File: src/common/hbp_pkg.sv
// Package: constants, types and state layout for the host bus port
package hbp_pkg;

  // Register indices as seen on the five select lines
  localparam logic [4:0] REG_GPIO_DATA = 5'h00;
  localparam logic [4:0] REG_EDGE_SEL = 5'h01;
  localparam logic [4:0] REG_DIRECTION = 5'h02;
  localparam logic [4:0] REG_ENABLE_A = 5'h03;
  localparam logic [4:0] REG_ENABLE_B = 5'h04;
  localparam logic [4:0] REG_PENDING_A = 5'h05;
  localparam logic [4:0] REG_PENDING_B = 5'h06;
  localparam logic [4:0] REG_INSERVICE_A = 5'h07;
  localparam logic [4:0] REG_INSERVICE_B = 5'h08;
  localparam logic [4:0] REG_MASK_A = 5'h09;
  localparam logic [4:0] REG_MASK_B = 5'h0a;
  localparam logic [4:0] REG_VECTOR = 5'h0b;
  localparam logic [4:0] REG_TIMER_A_CTRL = 5'h0c;
  localparam logic [4:0] REG_TIMER_B_CTRL = 5'h0d;

  // Reset values
  localparam logic [7:0] VECTOR_RESET = 8'h0f;
  localparam logic [7:0] REG_CLEAR = 8'h00;

  // Timer control mode field: set means pulse width or event count
  localparam int TMR_MODE_BIT = 3;

  // Interrupt channels of the general purpose lines, line 0 upward
  localparam logic [63:0] GP_CHANNEL_MAP = 64'hfe76_3210_0000_0000;
  // Channels of the eight internal sources, source 0 upward
  localparam logic [31:0] INT_CHANNEL_MAP = 32'hdcba_9854;
  // Lines whose interrupt a timer control input takes over
  localparam int TAI_LINE = 4;
  localparam int TBI_LINE = 3;

  // Bus cycle states
  typedef enum logic [2:0] {
    ST_IDLE,
    ST_READ,
    ST_WRITE,
    ST_INTERRUPT_ACK_N,
    ST_PASS,
    ST_END
  } hbp_bus_state_t;

  // Strobe group taken through the synchroniser
  typedef struct packed {
    logic cs_n;
    logic ds_n;
    logic interrupt_ack_n_n;
    logic as;
  } hbp_ctl_t;

  localparam hbp_ctl_t CTL_IDLE = '{cs_n: 1'b1, ds_n: 1'b1, interrupt_ack_n_n: 1'b1, as: 1'b0};

  // Synchroniser state
  typedef struct packed {
    hbp_ctl_t meta;
    hbp_ctl_t stable;
  } hbp_sync_state_t;

  // Whole state of the port
  typedef struct packed {
    hbp_bus_state_t st;
    logic [4:0] idx;
    logic [4:0] addr_latch;
    logic as_prev;
    logic [7:0] wdata;
    logic [7:0] gpio_data;
    logic [7:0] edge_sel;
    logic [7:0] direction;
    logic [15:0] enable;
    logic [15:0] pending;
    logic [15:0] mask;
    logic [7:0] vector;
    logic [7:0] timer_a_ctrl;
    logic [7:0] timer_b_ctrl;
    logic [7:0] line_prev;
    logic [7:0] dout;
    logic dout_oe;
    logic ack_n;
    logic ack_oe;
    logic irq_n;
    logic irq_oe;
    logic chain_out_n;
    logic [2:0] tout;
    logic rx_req_n;
    logic tx_req_n;
    logic ext_wr;
    logic [4:0] ext_idx;
    logic [7:0] ext_wdata;
  } hbp_state_t;

endpackage

File: src/hdl/hbp_sync.sv
// Two-stage synchroniser for the bus strobe group
`timescale 1ns/1ns
`default_nettype none
module hbp_sync (
  // Clock and reset
  input wire logic ref_clk_i,
  input wire logic nrst_i,
  // Raw and synchronised strobes
  input var hbp_pkg::hbp_ctl_t raw_i,
  output var hbp_pkg::hbp_ctl_t sync_o
);

  hbp_pkg::hbp_sync_state_t s_reg;
  hbp_pkg::hbp_sync_state_t s_next;

  // First stage feeds only the second stage
  always_comb begin
    s_next = s_reg;
    s_next.meta = raw_i;
    s_next.stable = s_reg.meta;
  end

  // Reset to inactive strobes so no cycle starts out of reset
  always_ff @(posedge ref_clk_i) begin
    if (!nrst_i) begin
      s_reg <= '{meta: hbp_pkg::CTL_IDLE, stable: hbp_pkg::CTL_IDLE};
    end else begin
      s_reg <= s_next;
    end
  end

  assign sync_o = s_reg.stable;

endmodule // hbp_sync
`default_nettype wire

File: src/hdl/hbp_prio.sv
// Fixed priority encoder over the sixteen interrupt channels
`timescale 1ns/1ns
`default_nettype none
module hbp_prio (
  // Requests, channel 15 highest
  input wire logic [15:0] req_i,
  // Winner
  output logic any_o,
  output logic [3:0] chan_o
);

  // Later iterations overwrite, so the highest channel wins
  always_comb begin
    any_o = 1'b0;
    chan_o = 4'h0;
    for (int i = 0; i < 16; i++) begin
      if (req_i[i]) begin
        any_o = 1'b1;
        chan_o = 4'(i);
      end
    end
  end

endmodule // hbp_prio
`default_nettype wire

File: src/hdl/hbp_host_port.sv
// Host bus port, interrupt controller core and pin hooks
`timescale 1ns/1ns
`default_nettype none
module hbp_host_port (
  // Clock and reset
  input wire logic ref_clk_i,
  input wire logic nrst_i,
  // Host bus control
  input wire logic cs_n_i,
  input wire logic data_strobe_n_i,
  input wire logic rw_i,
  input wire logic [4:0] register_select_i,
  input wire logic bus_mux_select_i,
  input wire logic addr_strobe_i,
  // Data bus, split into three signals
  input wire logic [7:0] data_i,
  output logic [7:0] data_o,
  output logic data_oe_o,
  // Acknowledge, three-state
  output logic transfer_ack_n_o,
  output logic transfer_ack_oe_o,
  // Interrupt request, open drain
  output logic irq_n_o,
  output logic irq_oe_o,
  // Interrupt acknowledge and chain
  input wire logic interrupt_ack_n_i,
  input wire logic chain_enable_in_n_i,
  output logic chain_enable_out_n_o,
  // General purpose lines
  input wire logic [7:0] general_purpose_lines_i,
  output logic [7:0] general_purpose_lines_o,
  output logic [7:0] general_purpose_lines_oe_o,
  // Timer hooks
  input wire logic timer_a_control_input_i,
  input wire logic timer_b_control_input_i,
  input wire logic [2:0] timer_cycle_i,
  output logic timer_a_output_o,
  output logic timer_b_output_o,
  output logic timer_c_output_o,
  // Serial and internal event hooks
  input wire logic rx_full_i,
  input wire logic tx_empty_i,
  input wire logic [7:0] internal_event_i,
  // DMA handshake requests, active low
  output logic rx_full_dma_req_n_o,
  output logic send_empty_dma_req_n_o,
  // Registers held outside this block
  input wire logic [7:0] ext_rdata_i,
  output logic ext_wr_o,
  output logic [4:0] ext_idx_o,
  output logic [7:0] ext_wdata_o
);

  hbp_pkg::hbp_state_t s_reg;
  hbp_pkg::hbp_state_t s_next;
  hbp_pkg::hbp_ctl_t ctl_raw;
  hbp_pkg::hbp_ctl_t ctl;
  logic [7:0] line_src;
  logic [7:0] line_ev;
  logic [15:0] chan_ev;
  logic [15:0] active;
  logic irq_any;
  logic [3:0] irq_chan;

  // True when the index names a register kept inside this block
  function automatic logic is_local(input logic [4:0] idx);
    return idx <= hbp_pkg::REG_TIMER_B_CTRL;
  endfunction

  // True when the mode field selects pulse width or event count
  function automatic logic timer_gated(input logic [7:0] ctrl);
    return ctrl[hbp_pkg::TMR_MODE_BIT];
  endfunction

  // Read multiplexer over the register map
  function automatic logic [7:0] reg_read(input hbp_pkg::hbp_state_t s, input logic [4:0] idx,
                                          input logic [7:0] pins, input logic [7:0] ext);
    logic [7:0] r;
    r = ext;
    case (idx)
      hbp_pkg::REG_GPIO_DATA: r = (s.gpio_data & s.direction) | (pins & ~s.direction);
      hbp_pkg::REG_EDGE_SEL: r = s.edge_sel;
      hbp_pkg::REG_DIRECTION: r = s.direction;
      hbp_pkg::REG_ENABLE_A: r = s.enable[15:8];
      hbp_pkg::REG_ENABLE_B: r = s.enable[7:0];
      hbp_pkg::REG_PENDING_A: r = s.pending[15:8];
      hbp_pkg::REG_PENDING_B: r = s.pending[7:0];
      hbp_pkg::REG_INSERVICE_A: r = hbp_pkg::REG_CLEAR;
      hbp_pkg::REG_INSERVICE_B: r = hbp_pkg::REG_CLEAR;
      hbp_pkg::REG_MASK_A: r = s.mask[15:8];
      hbp_pkg::REG_MASK_B: r = s.mask[7:0];
      hbp_pkg::REG_VECTOR: r = s.vector;
      hbp_pkg::REG_TIMER_A_CTRL: r = s.timer_a_ctrl;
      hbp_pkg::REG_TIMER_B_CTRL: r = s.timer_b_ctrl;
      default: r = ext;
    endcase
    return r;
  endfunction

  assign ctl_raw = '{cs_n: cs_n_i, ds_n: data_strobe_n_i, interrupt_ack_n_n: interrupt_ack_n_i,
                     as: addr_strobe_i};

  hbp_sync u_sync (
    .ref_clk_i(ref_clk_i),
    .nrst_i(nrst_i),
    .raw_i(ctl_raw),
    .sync_o(ctl)
  );

  // Per-line edge detection and channel routing
  genvar g;
  generate
    for (g = 0; g < 8; g++) begin : g_line
      if (g == hbp_pkg::TAI_LINE) begin : g_tai
        assign line_src[g] = timer_gated(s_reg.timer_a_ctrl) ? timer_a_control_input_i
                                                             : general_purpose_lines_i[g];
      end else if (g == hbp_pkg::TBI_LINE) begin : g_tbi
        assign line_src[g] = timer_gated(s_reg.timer_b_ctrl) ? timer_b_control_input_i
                                                             : general_purpose_lines_i[g];
      end else begin : g_plain
        assign line_src[g] = general_purpose_lines_i[g];
      end
      assign line_ev[g] = (line_src[g] ^ s_reg.line_prev[g]) &
                          (line_src[g] == s_reg.edge_sel[g]);
    end
    for (g = 0; g < 16; g++) begin : g_chan
      logic hit;
      always_comb begin
        hit = 1'b0;
        for (int k = 0; k < 8; k++) begin
          if (hbp_pkg::GP_CHANNEL_MAP[32 + 4 * k +: 4] == 4'(g)) begin
            hit = hit | line_ev[k];
          end
          if (hbp_pkg::INT_CHANNEL_MAP[4 * k +: 4] == 4'(g)) begin
            hit = hit | internal_event_i[k];
          end
        end
      end
      assign chan_ev[g] = hit;
    end
  endgenerate

  // Pending and unmasked channels, highest wins the vector
  assign active = s_reg.pending & s_reg.mask;

  hbp_prio u_prio (
    .req_i(active),
    .any_o(irq_any),
    .chan_o(irq_chan)
  );

  // Next-state logic for bus cycles, registers and pins
  always_comb begin
    logic [15:0] clr;
    logic [15:0] pend;
    logic [4:0] sel;
    logic commit;
    clr = 16'h0000;
    pend = 16'h0000;
    sel = s_reg.idx;
    commit = 1'b0;
    s_next = s_reg;
    s_next.ext_wr = 1'b0;
    s_next.line_prev = line_src;
    s_next.as_prev = ctl.as;

    // multiplexed address taken as the strobe falls
    if (bus_mux_select_i && s_reg.as_prev && !ctl.as) begin
      s_next.addr_latch = register_select_i;
    end
    // one register from the select lines
    sel = bus_mux_select_i ? s_reg.addr_latch : register_select_i;

    case (s_reg.st)
      hbp_pkg::ST_IDLE: begin
        // answer only under select or chained acknowledge
        if (!ctl.cs_n && !ctl.ds_n) begin
          s_next.idx = sel;
          if (rw_i) begin
            s_next.dout = reg_read(s_reg, sel, general_purpose_lines_i, ext_rdata_i);
            s_next.dout_oe = 1'b1;
            s_next.st = hbp_pkg::ST_READ;
          end else begin
            s_next.wdata = data_i;
            s_next.st = hbp_pkg::ST_WRITE;
          end
          s_next.ack_n = 1'b0;
          s_next.ack_oe = 1'b1;
        end else if (!ctl.interrupt_ack_n_n && !ctl.ds_n) begin
          if (!chain_enable_in_n_i && irq_any) begin
            // vector on the low data byte
            s_next.dout = {s_reg.vector[7:4], irq_chan};
            s_next.dout_oe = 1'b1;
            s_next.ack_n = 1'b0;
            s_next.ack_oe = 1'b1;
            clr[irq_chan] = 1'b1;
            s_next.st = hbp_pkg::ST_INTERRUPT_ACK_N;
          end else begin
            // pass the chain, stay off the bus
            s_next.st = hbp_pkg::ST_PASS;
          end
        end
      end
      hbp_pkg::ST_READ, hbp_pkg::ST_INTERRUPT_ACK_N: begin
        if (ctl.cs_n && ctl.interrupt_ack_n_n || ctl.ds_n) begin
          s_next.dout_oe = 1'b0;
          s_next.ack_n = 1'b1;
          s_next.st = hbp_pkg::ST_END;
        end
      end
      hbp_pkg::ST_WRITE: begin
        if (ctl.cs_n || ctl.ds_n) begin
          // commit the data held at the strobe rise
          commit = 1'b1;
          s_next.ack_n = 1'b1;
          s_next.st = hbp_pkg::ST_END;
        end else if (!cs_n_i && !data_strobe_n_i) begin
          // Raw strobe gates sampling: the synced copy lags past the rise
          s_next.wdata = data_i;
        end
      end
      hbp_pkg::ST_PASS: begin
        if (ctl.interrupt_ack_n_n || ctl.ds_n) begin
          s_next.st = hbp_pkg::ST_IDLE;
        end
      end
      hbp_pkg::ST_END: begin
        s_next.ack_oe = 1'b0;
        s_next.st = hbp_pkg::ST_IDLE;
      end
      default: begin
        s_next.st = hbp_pkg::ST_IDLE;
        s_next.dout_oe = 1'b0;
        s_next.ack_oe = 1'b0;
        s_next.ack_n = 1'b1;
      end
    endcase

    // timer outputs toggle per timer cycle
    s_next.tout = s_reg.tout ^ timer_cycle_i;

    // Register writes; the ack only means the data was held
    if (commit) begin
      case (s_reg.idx)
        hbp_pkg::REG_GPIO_DATA: s_next.gpio_data = s_reg.wdata;
        hbp_pkg::REG_EDGE_SEL: s_next.edge_sel = s_reg.wdata;
        hbp_pkg::REG_DIRECTION: s_next.direction = s_reg.wdata;
        hbp_pkg::REG_ENABLE_A: s_next.enable[15:8] = s_reg.wdata;
        hbp_pkg::REG_ENABLE_B: s_next.enable[7:0] = s_reg.wdata;
        hbp_pkg::REG_PENDING_A: clr[15:8] = clr[15:8] | ~s_reg.wdata;
        hbp_pkg::REG_PENDING_B: clr[7:0] = clr[7:0] | ~s_reg.wdata;
        hbp_pkg::REG_MASK_A: s_next.mask[15:8] = s_reg.wdata;
        hbp_pkg::REG_MASK_B: s_next.mask[7:0] = s_reg.wdata;
        hbp_pkg::REG_VECTOR: s_next.vector = s_reg.wdata;
        hbp_pkg::REG_TIMER_A_CTRL: begin
          s_next.timer_a_ctrl = s_reg.wdata;
          s_next.tout[0] = 1'b0;
        end
        hbp_pkg::REG_TIMER_B_CTRL: begin
          s_next.timer_b_ctrl = s_reg.wdata;
          s_next.tout[1] = 1'b0;
        end
        default: begin
          s_next.ext_wr = !is_local(s_reg.idx);
        end
      endcase
      s_next.ext_idx = s_reg.idx;
      s_next.ext_wdata = s_reg.wdata;
    end

    // Disabled channels hold nothing; a new event beats a clear
    pend = (s_reg.pending & ~clr) | chan_ev;
    s_next.pending = pend & s_next.enable;

    // request from any unmasked pending channel
    s_next.irq_oe = |(s_next.pending & s_next.mask);
    s_next.irq_n = !s_next.irq_oe;
    // chain passes only when nobody here requests
    s_next.chain_out_n = chain_enable_in_n_i | irq_any;
    // DMA requests follow the serial flags
    s_next.rx_req_n = !rx_full_i;
    s_next.tx_req_n = !tx_empty_i;
  end

  // State register; nothing here runs from the timer clock
  always_ff @(posedge ref_clk_i) begin
    if (!nrst_i) begin
      // timers stopped, timer outputs low, channels off
      s_reg <= '0;
      s_reg.st <= hbp_pkg::ST_IDLE;
      s_reg.ack_n <= 1'b1;
      s_reg.irq_n <= 1'b1;
      s_reg.chain_out_n <= 1'b1;
      s_reg.rx_req_n <= 1'b1;
      s_reg.tx_req_n <= 1'b1;
      s_reg.vector <= hbp_pkg::VECTOR_RESET;
    end else begin
      s_reg <= s_next;
    end
  end

  // Outputs straight from the state register
  assign data_o = s_reg.dout;
  assign data_oe_o = s_reg.dout_oe;
  // acknowledge is optional for the host to use
  assign transfer_ack_n_o = s_reg.ack_n;
  assign transfer_ack_oe_o = s_reg.ack_oe;
  assign irq_n_o = s_reg.irq_n;
  assign irq_oe_o = s_reg.irq_oe;
  assign chain_enable_out_n_o = s_reg.chain_out_n;
  assign general_purpose_lines_o = s_reg.gpio_data;
  assign general_purpose_lines_oe_o = s_reg.direction;
  assign timer_a_output_o = s_reg.tout[0];
  assign timer_b_output_o = s_reg.tout[1];
  assign timer_c_output_o = s_reg.tout[2];
  assign rx_full_dma_req_n_o = s_reg.rx_req_n;
  assign send_empty_dma_req_n_o = s_reg.tx_req_n;
  assign ext_wr_o = s_reg.ext_wr;
  assign ext_idx_o = s_reg.ext_idx;
  assign ext_wdata_o = s_reg.ext_wdata;

endmodule // hbp_host_port
`default_nettype wire

File: config.mk
export PLATFORM = sky130hd
export DESIGN_NAME = hbp_host_port
export DESIGN_NICKNAME = d
export VERILOG_FILES = /design/src/common/hbp_pkg.sv /design/src/hdl/hbp_sync.sv /design/src/hdl/hbp_prio.sv /design/src/hdl/hbp_host_port.sv
export SDC_FILE = /design/constraint.sdc
export NUM_CORES = 1
export LEC_CHECK = 0
export ABC_AREA = 1
export BUFFER_PORTS_ARGS = -buffer_cell sky130_fd_sc_hd__buf_2
export CORE_UTILIZATION = 33
export CTS_CLUSTER_SIZE = 14
export DETAILED_ROUTE_END_ITERATION = 10
export PLACE_DENSITY_LB_ADDON = 0.1
export SLEW_MARGIN = 20
export SYNTH_ARGS = -nofsm -noshare
export SYNTH_HDL_FRONTEND = slang
export SYNTH_SLANG_ARGS = --single-unit
File: constraint.sdc
create_clock -name ref_clk_i -period 3.7 [get_ports ref_clk_i]
set_clock_uncertainty 0.15 [all_clocks]
set_input_delay 0.925 -clock ref_clk_i [delete_from_list [all_inputs] [get_ports ref_clk_i]]
set_output_delay 0.925 -clock ref_clk_i [all_outputs]
set_load 0.1 [all_outputs]
==> summary.txt, run 1 <==
Crit path launch = bus_mux_select_i
TNS Setup = 0 ns
Synth-to-Final Area Change = 15.96%
P per Cell Area = 423.5 nW/µm²
Top_reg_cell synth = dfxtp_1
Max reg flops = 110
Number of primary I/O pins = 102
Final setup margin = 0.6009 ns
Die area = 24520 µm²
Crit path max fanout = 11
Crit path buffers/inverters = 4
DRC violations left = 0
Antenna-violating nets left = 0
Synth Area in XOR/XNOR = 0.001111
Most frequent cell after synthesis = nand2_1
Number of clock sinks = 167
Max Slew Vio Count = 0
Tcrit/Tclk final = 0.8376
Worst vdd ir = 225.0 µV
Sequential power share = 0.471
CP max stage cell = o21ai_0
Max-cap violations = 0
Final min period = 3.099 ns
DP HPWL = 21050 µm
RR Startpoint = s_reg[158]$_SDFFE_PN0P_
Die width = 156.6 µm
Die height = 156.6 µm
Slew margin rel. = 0.4429
Synth warn = 0
CP required = 3.91 ns
Core area = 23470 µm²
R2r setup slk = 0.61 ns
Lkg Pwr = 4.025 nW
Row Count = 56
Post-layout nets = 1252
Critical Path End = data_o[3]$_SDFFE_PN0P_
Pin count of the biggest net entering global routing = 84
Met1 Usage GRT = 0.3333
Vias in the first global route = 7155
Worst EP arrival = 3.31 ns
Cell-internal power = 2.861 mW
Antenna cells = 0
CTS tree = built
Seq/Total Area, Yosys = 0.4239
Syn Nets = 1178
CTS H-tree depth = 4
DR vias = 7678
Fmax = 0.3227 GHz
RSZ-0062 raised after global routing = false
Total net switching power = 1.011 mW
Drt via density = 5.015
Antenna violations before repair = 0
Initial core utilization = 0.3360
CP most frequent cell = inv_1
Post-Syn Instances = 1125
Total Wirelength = 28230 µm
Commonest cells in the netlist = nand2_1 (239), dfxtp_1 (167), nor2_1 (131), inv_1 (127), o21ai_0 (117)
Worst hold path type = reg2reg
Setup crit start kind = input pin
Global route overflow = 0
Largest family of logic cells by synthesized area = compound AO/OA/AOI/OAI gates
Clock root cell = clkbuf_16
Resized cells post-CTS = 0
1st-iter DRT viols = 628
Most used routing layer = met2
WS Path Type = in2reg
Slew @ Worst Pin = 0.8356 ns
WP depth = 12
Compound-cell area share of the yosys netlist = 0.2304
Top cells by area, synth = dfxtp_1 (42%), nand2_1 (11%), o21ai_0 (7.4%), a21oi_1 (6.8%), nor2_1 (6.2%)
Layout cells sized above 1 = 0.1460
GPL Wtd Cong = 0.9090
Post-synth EDFFs = 0
Post-Synth Simple-Gate Area = 0.2283
Status = finished, final reports clean
Syn avg cell area = 7.010 µm²
Mux cell area share after synthesis = 0
Synth Area in Adders = 0
CP endpoint kind = register
Post-Syn Area = 7886 µm²
CTS Hold Bufs = 0
CTS Buf Count = 17
Post-CTS Setup Repair Bufs = 0
First-pass GRT wire length = 42660 µm
Clock share of power = 0.471
Asr flop ratio synth = 0
Setup-failing EPs final = 0
CP top delay family = compound AO/OA/AOI/OAI gates
CP max stage delay = 0.48 ns
Crit-path cells = buf_2, o21ai_0, inv_1, nor3_1, inv_1, nor2_1, inv_1, o22ai_1, a221oi_1, nand4_1, o211ai_1, a21oi_1
Met3 usage = 0.03849
First-pass iteration count of the detailed router = 5
Logic pwr share = 0.058
Wire per inst = 18.44 µm
Flops & latches, synth = 167
Synth top area share = 0.4239
Worst-path clk slew = 0.07 ns
Worst r2r dst = irq_oe_o$_SDFF_PN0_
Net Sw Frac = 0.2612
Synth cell types = 40
Clk_lat worst skew = 0.44 ns
Port Buffer Count = 101
Met2 Use GR = 0.3629
R2R cell count = 14
Pre-CTS setup slack = 0.2242 ns
Cell taking the most area after synthesis = dfxtp_1
Final Hold Fails = 0
Total Routing Usage GR = 0.2378
CTS Buffer Depth = 2
==> worst min-delay path by stage <==
stage          slack (ns)  depth (start not counted)                        start                           to
3_3_place_gp         0.24                          1  u_sync.s_next[2]$_SDFF_PN1_  u_sync.sync_o[2]$_SDFF_PN1_
3_5_place_dp         0.25                          1  u_sync.s_next[1]$_SDFF_PN1_  u_sync.sync_o[1]$_SDFF_PN1_
6_report             0.26                          1  u_sync.s_next[1]$_SDFF_PN1_  u_sync.sync_o[1]$_SDFF_PN1_
5_1_grt              0.28                          1  u_sync.s_next[1]$_SDFF_PN1_  u_sync.sync_o[1]$_SDFF_PN1_
4_1_cts              0.27                          1  u_sync.s_next[1]$_SDFF_PN1_  u_sync.sync_o[1]$_SDFF_PN1_
2_1_floorplan        0.24                          2  u_sync.s_next[0]$_SDFF_PN0_  u_sync.sync_o[0]$_SDFF_PN0_
==> layer usage <==
metal,vias up,part of all wire
met3,42,0.065
met5,-,0
met2,289,0.43
met1,3502,0.48
met4,0,0.030
li1,3845,-
==> final cells by class <==
type	count	area, µm²
Fill cell	2521	14330
Multi-Input combinational cell	753	3631
Sequential cell	167	3343
Timing Repair Buffer	123	670.6
Inverter	137	514.2
Clock buffer	19	452.9
Tap cell	319	399.1
Clock inverter	13	133.9
==> cells in the final DEF (no fill, tap or decap), types with 2 or more instances in the layout <==
cell / count
inv_2: 5
dfxtp_1: 167
buf_4: 22
o2111ai_1: 4
o21ai_0: 117
a211oi_1: 14
clkinv_1: 6
or2_2: 7
a221oi_1: 14
clkbuf_8: 2
nor3_2: 3
o31ai_1: 2
nand3_1: 20
nor3_1: 10
nand4_1: 18
o211ai_1: 15
clkinvlp_4: 2
a21oi_1: 107
clkbuf_16: 17
inv_1: 126
nor2_4: 2
a22o_1: 4
nor2_1: 131
buf_2: 101
nand2_1: 239
a21boi_0: 15
inv_8: 2
inv_6: 6
o22ai_1: 6
o21ai_1: 12
==> kinds of logic (layout without fill, tap and decap cells) <==
logic type	count (synthesis)	count (layout)
and+or+nand+nor	435	435
AOI/OAI and AO/OA	317	317
buffers and inverters	205	292
DFF	167	167
xor gates and xnor gates	1	1
==> power groups by stage <==
stage / clock, mW / combinational (mW) / sequential [mW]
after floorplan: 0 / 0.100 / 1.90
after global placement: 0 / 0.223 / 1.86
after detailed placement: 0 / 0.223 / 1.86
after CTS: 1.85 / 0.224 / 1.82
after global routing: 1.93 / 0.247 / 1.82
final: 1.83 / 0.225 / 1.82
==> metrics by stage <==
step | utilization | total power [mW] | hold slack, ns | instance area, µm² | cells
final | 0.3896 | 3.872 | 0.2649 | 9145 | 1531
after global routing | 0.3896 | 4.004 | 0.2835 | 9145 | 1531
after CTS | 0.3896 | 3.899 | 0.2694 | 9145 | 1531
after detailed placement | 0.3646 | 2.087 | 0.2528 | 8558 | 1499
after global placement | 0.3644 | 2.087 | 0.2443 | 8553 | 1499
after floorplan | - | 1.996 | 0.2405 | 7886 | 1125
Power figures use the tool's default switching activity.
==> run 2, diff against run 1 <==
==> constraint.sdc (replaced) <==
create_clock -name ref_clk_i -period 2.9 [get_ports ref_clk_i]
set_clock_uncertainty 0.15 [all_clocks]
set_input_delay 0.725 -clock ref_clk_i [delete_from_list [all_inputs] [get_ports ref_clk_i]]
set_output_delay 0.725 -clock ref_clk_i [all_outputs]
set_load 0.1 [all_outputs]
==> run 2 against run 1 <==
First-iteration DRC count is 10% higher. Sequential share of layout area is 2.5 points lower. Count of clock-buffer cells in the layout is 2 higher. Power is 28% higher. Via count is 3.7% higher. Non-clock buffer count is 83 higher. Register-to-register slack worse by 0.32 ns. Flip-flop and latch count stayed put. Critical path type unchanged. Largest power group is now sequential cells.
==> summary.txt, run 2 (synthesis results as in run 1) <==
CP max stage delay = 0.31 ns (-0.17 ns)
Total Wirelength = 29020 µm (+2.8%)
Die height = 156.6 µm (unchanged)
Die width = 156.6 µm (unchanged)
Max-cap violations = 0 (unchanged)
Status = finished, final reports clean
Multi-input gate area = 3656 µm² (+0.69%)
RSZ-0062 raised after global routing = false
WS Path Type = in2reg
GPL Wtd Cong = 0.9537 (+4.9%)
Final Hold Fails = 0 (unchanged)
Final instance area = 9829 µm² (+7.5%)
DRC violations left = 0 (unchanged)
Worst hold path type = reg2reg
Number of primary I/O pins = 102 (unchanged)
Total Routing Usage GR = 0.2444 (+0.006673)
Max Slew Vio Count = 0 (unchanged)
Initial core utilization = 0.3360 (unchanged)
Port Buffer Count = 101 (unchanged)
Worst EP arrival = 2.86 ns (-0.45 ns)
Clock share of power = 0.467 (-0.004)
Layout cells sized above 1 = 0.2023 (+0.05628)
First-pass GRT wire length = 43760 µm (+2.6%)
Clock root cell = clkbuf_16
Lkg Pwr = 4.417 nW (+9.7%)
TNS Setup = 0 ns (unchanged)
CP top delay family = compound AO/OA/AOI/OAI gates
CP most frequent cell = o21ai_0
First-pass iteration count of the detailed router = 5 (unchanged)
Row Count = 56 (unchanged)
Setup crit start kind = input pin
1st-iter DRT viols = 693 (+10%)
Synth-to-Final Area Change = 24.64%
Core Util, Final = 0.4188 (+0.02916)
Setup-failing EPs final = 0 (unchanged)
Tcrit/Tclk final = 0.9137
CP max stage cell = nor2_1
P per Cell Area = 503.2 nW/µm² (+19%)
Wire per inst = 17.98 µm (-2.5%)
Total net switching power = 1.264 mW (+25%)
Antenna-violating nets left = 0 (unchanged)
Vias in the first global route = 7422 (+3.7%)
Antenna violations before repair = 0 (unchanged)
Core area = 23470 µm² (unchanged)
CP required = 3.11 ns (-0.80 ns)
FILL cells = 2527 (+0.24%)
Clk_lat worst skew = 0.44 ns (about the same)
DP HPWL = 22410 µm (+6.5%)
Max reg flops = 110 (unchanged)
Post-layout nets = 1335 (+6.6%)
Slew @ Worst Pin = 0.8327 ns (-0.002871 ns)
Drt via density = 4.931 (-1.7%)
CTS Buf Count = 17 (unchanged)
DR vias = 7959 (+3.7%)
Net Sw Frac = 0.2555 (-0.005678)
Die area = 24520 µm² (unchanged)
Hold_ws = 0.2586 ns (-0.006242 ns)
Area after DPL = 9219 µm² (+7.7%)
Final min period = 2.650 ns
Worst-path clk slew = 0.07 ns (about the same)
Crit path buffers/inverters = 4 (unchanged)
CTS tree = built
Worst vdd ir = 384.9 µV (+71%)
Logic pwr share = 0.063 (+0.005)
Sequential standard cell area = 3343 µm² (unchanged)
CP endpoint kind = register
Final setup margin = 0.2502 ns (-0.3508 ns)
Sequential power share = 0.470 (about the same)
Fmax = 0.3774 GHz
Slew margin rel. = 0.4449 (+0.001914)
Commonest cells after routing, fill and taps aside = nand2_1 (239), dfxtp_1 (167), nor2_1 (129)
Post-CTS Setup Repair Bufs = 0 (unchanged)
Pre-CTS setup slack = -0.1317 ns (-0.3559 ns)
Global route overflow = 0 (unchanged)
Cell-internal power = 3.683 mW (+29%)
CTS H-tree depth = 4 (unchanged)
CTS Buffer Depth = 2 (unchanged)
Crit-path cells = buf_2, o21ai_0, buf_4, inv_1, nor3_1, inv_1, nor2_1, nand2_1, o21ai_0, a221oi_1, a41oi_1, o21ai_0, a21oi_1
Number of clock sinks = 167 (unchanged)
Leading cell type in the layout, fill and taps excluded = nand2_1
Crit path max fanout = 11 (unchanged)
Antenna cells = 0 (unchanged)
Pin count of the biggest net entering global routing = 84 (unchanged)
-- run 2: worst paths after layout --
path / start / endpoint / slack (ns) / depth (start not counted)
hold reg to reg: u_sync.s_next[3]$_SDFF_PN1_ / u_sync.sync_o[3]$_SDFF_PN1_ / 0.26 / 1
setup reg to reg: s_reg[95]$_SDFF_PN0_ / irq_oe_o$_SDFF_PN0_ / 0.29 / 18
hold / removal: u_sync.s_next[3]$_SDFF_PN1_ / u_sync.sync_o[3]$_SDFF_PN1_ / 0.26 / 1
setup / recovery: bus_mux_select_i / data_o[5]$_SDFFE_PN0P_ / 0.25 / 13
-- run 2: layer usage --
| layer | track usage | up-vias | share of wire |
|---|---|---|---|
| li1 | - | 4020 | - |
| met1 | 0.3396 | 3652 | 0.48 |
| met2 | 0.3780 | 257 | 0.43 |
| met3 | 0.03905 | 30 | 0.059 |
| met4 | 0.09290 | 0 | 0.026 |
| met5 | 0 | - | 0 |
-- run 2: through the flow --
stage               instances  power, mW
floorplan                1125      2.547
global placement         1582      2.687
detailed placement       1582      2.688
CTS                      1614      4.983
global route             1614      5.114
finish                   1614      4.947
-- run 2: timing repair --
| item | in CTS | in global routing |
|---|---|---|
| hold buffers | 0 | 0 |
| resized for setup | 0 | 6 |
| setup endpoints to repair | 0 | 2 |
-- run 2: layout make-up --
cell class | count | share of cell area
Tap cell | 319 | 0.04061
Clock buffer | 21 | 0.04786
Multi-Input combinational cell | 753 | 0.3719
Clock inverter | 11 | 0.01171
Sequential cell | 167 | 0.3401
Inverter | 137 | 0.05232
Timing Repair Buffer | 206 | 0.1354
-- run 2: power groups by stage --
| stage | clock [mW] | sequential [mW] | combinational (mW) |
|---|---|---|---|
| 2_1_floorplan | 0 | 2.42 | 0.128 |
| 3_3_place_gp | 0 | 2.38 | 0.310 |
| 3_5_place_dp | 0 | 2.38 | 0.310 |
| 4_1_cts | 2.35 | 2.32 | 0.312 |
| 5_1_grt | 2.45 | 2.33 | 0.342 |
| 6_report | 2.31 | 2.32 | 0.313 |
-- run 2: worst register-to-register path, cell delays in order (launching register included) --
cell and delay (ns):
dfxtp_1 0.36, nand2_1 0.10, nand2_1 0.10, nor2_1 0.05, nand2_1 0.11, nor2_2 0.07, buf_4 0.13, nor3_1 0.20
buf_4 0.16, nand4_1 0.12, o311ai_0 0.13, buf_4 0.19, o211ai_1 0.10, nand2_1 0.12, nand2_1 0.09, nor2_1 0.10
nand2_1 0.07, nor2_1 0.10, nor2_1 0.04
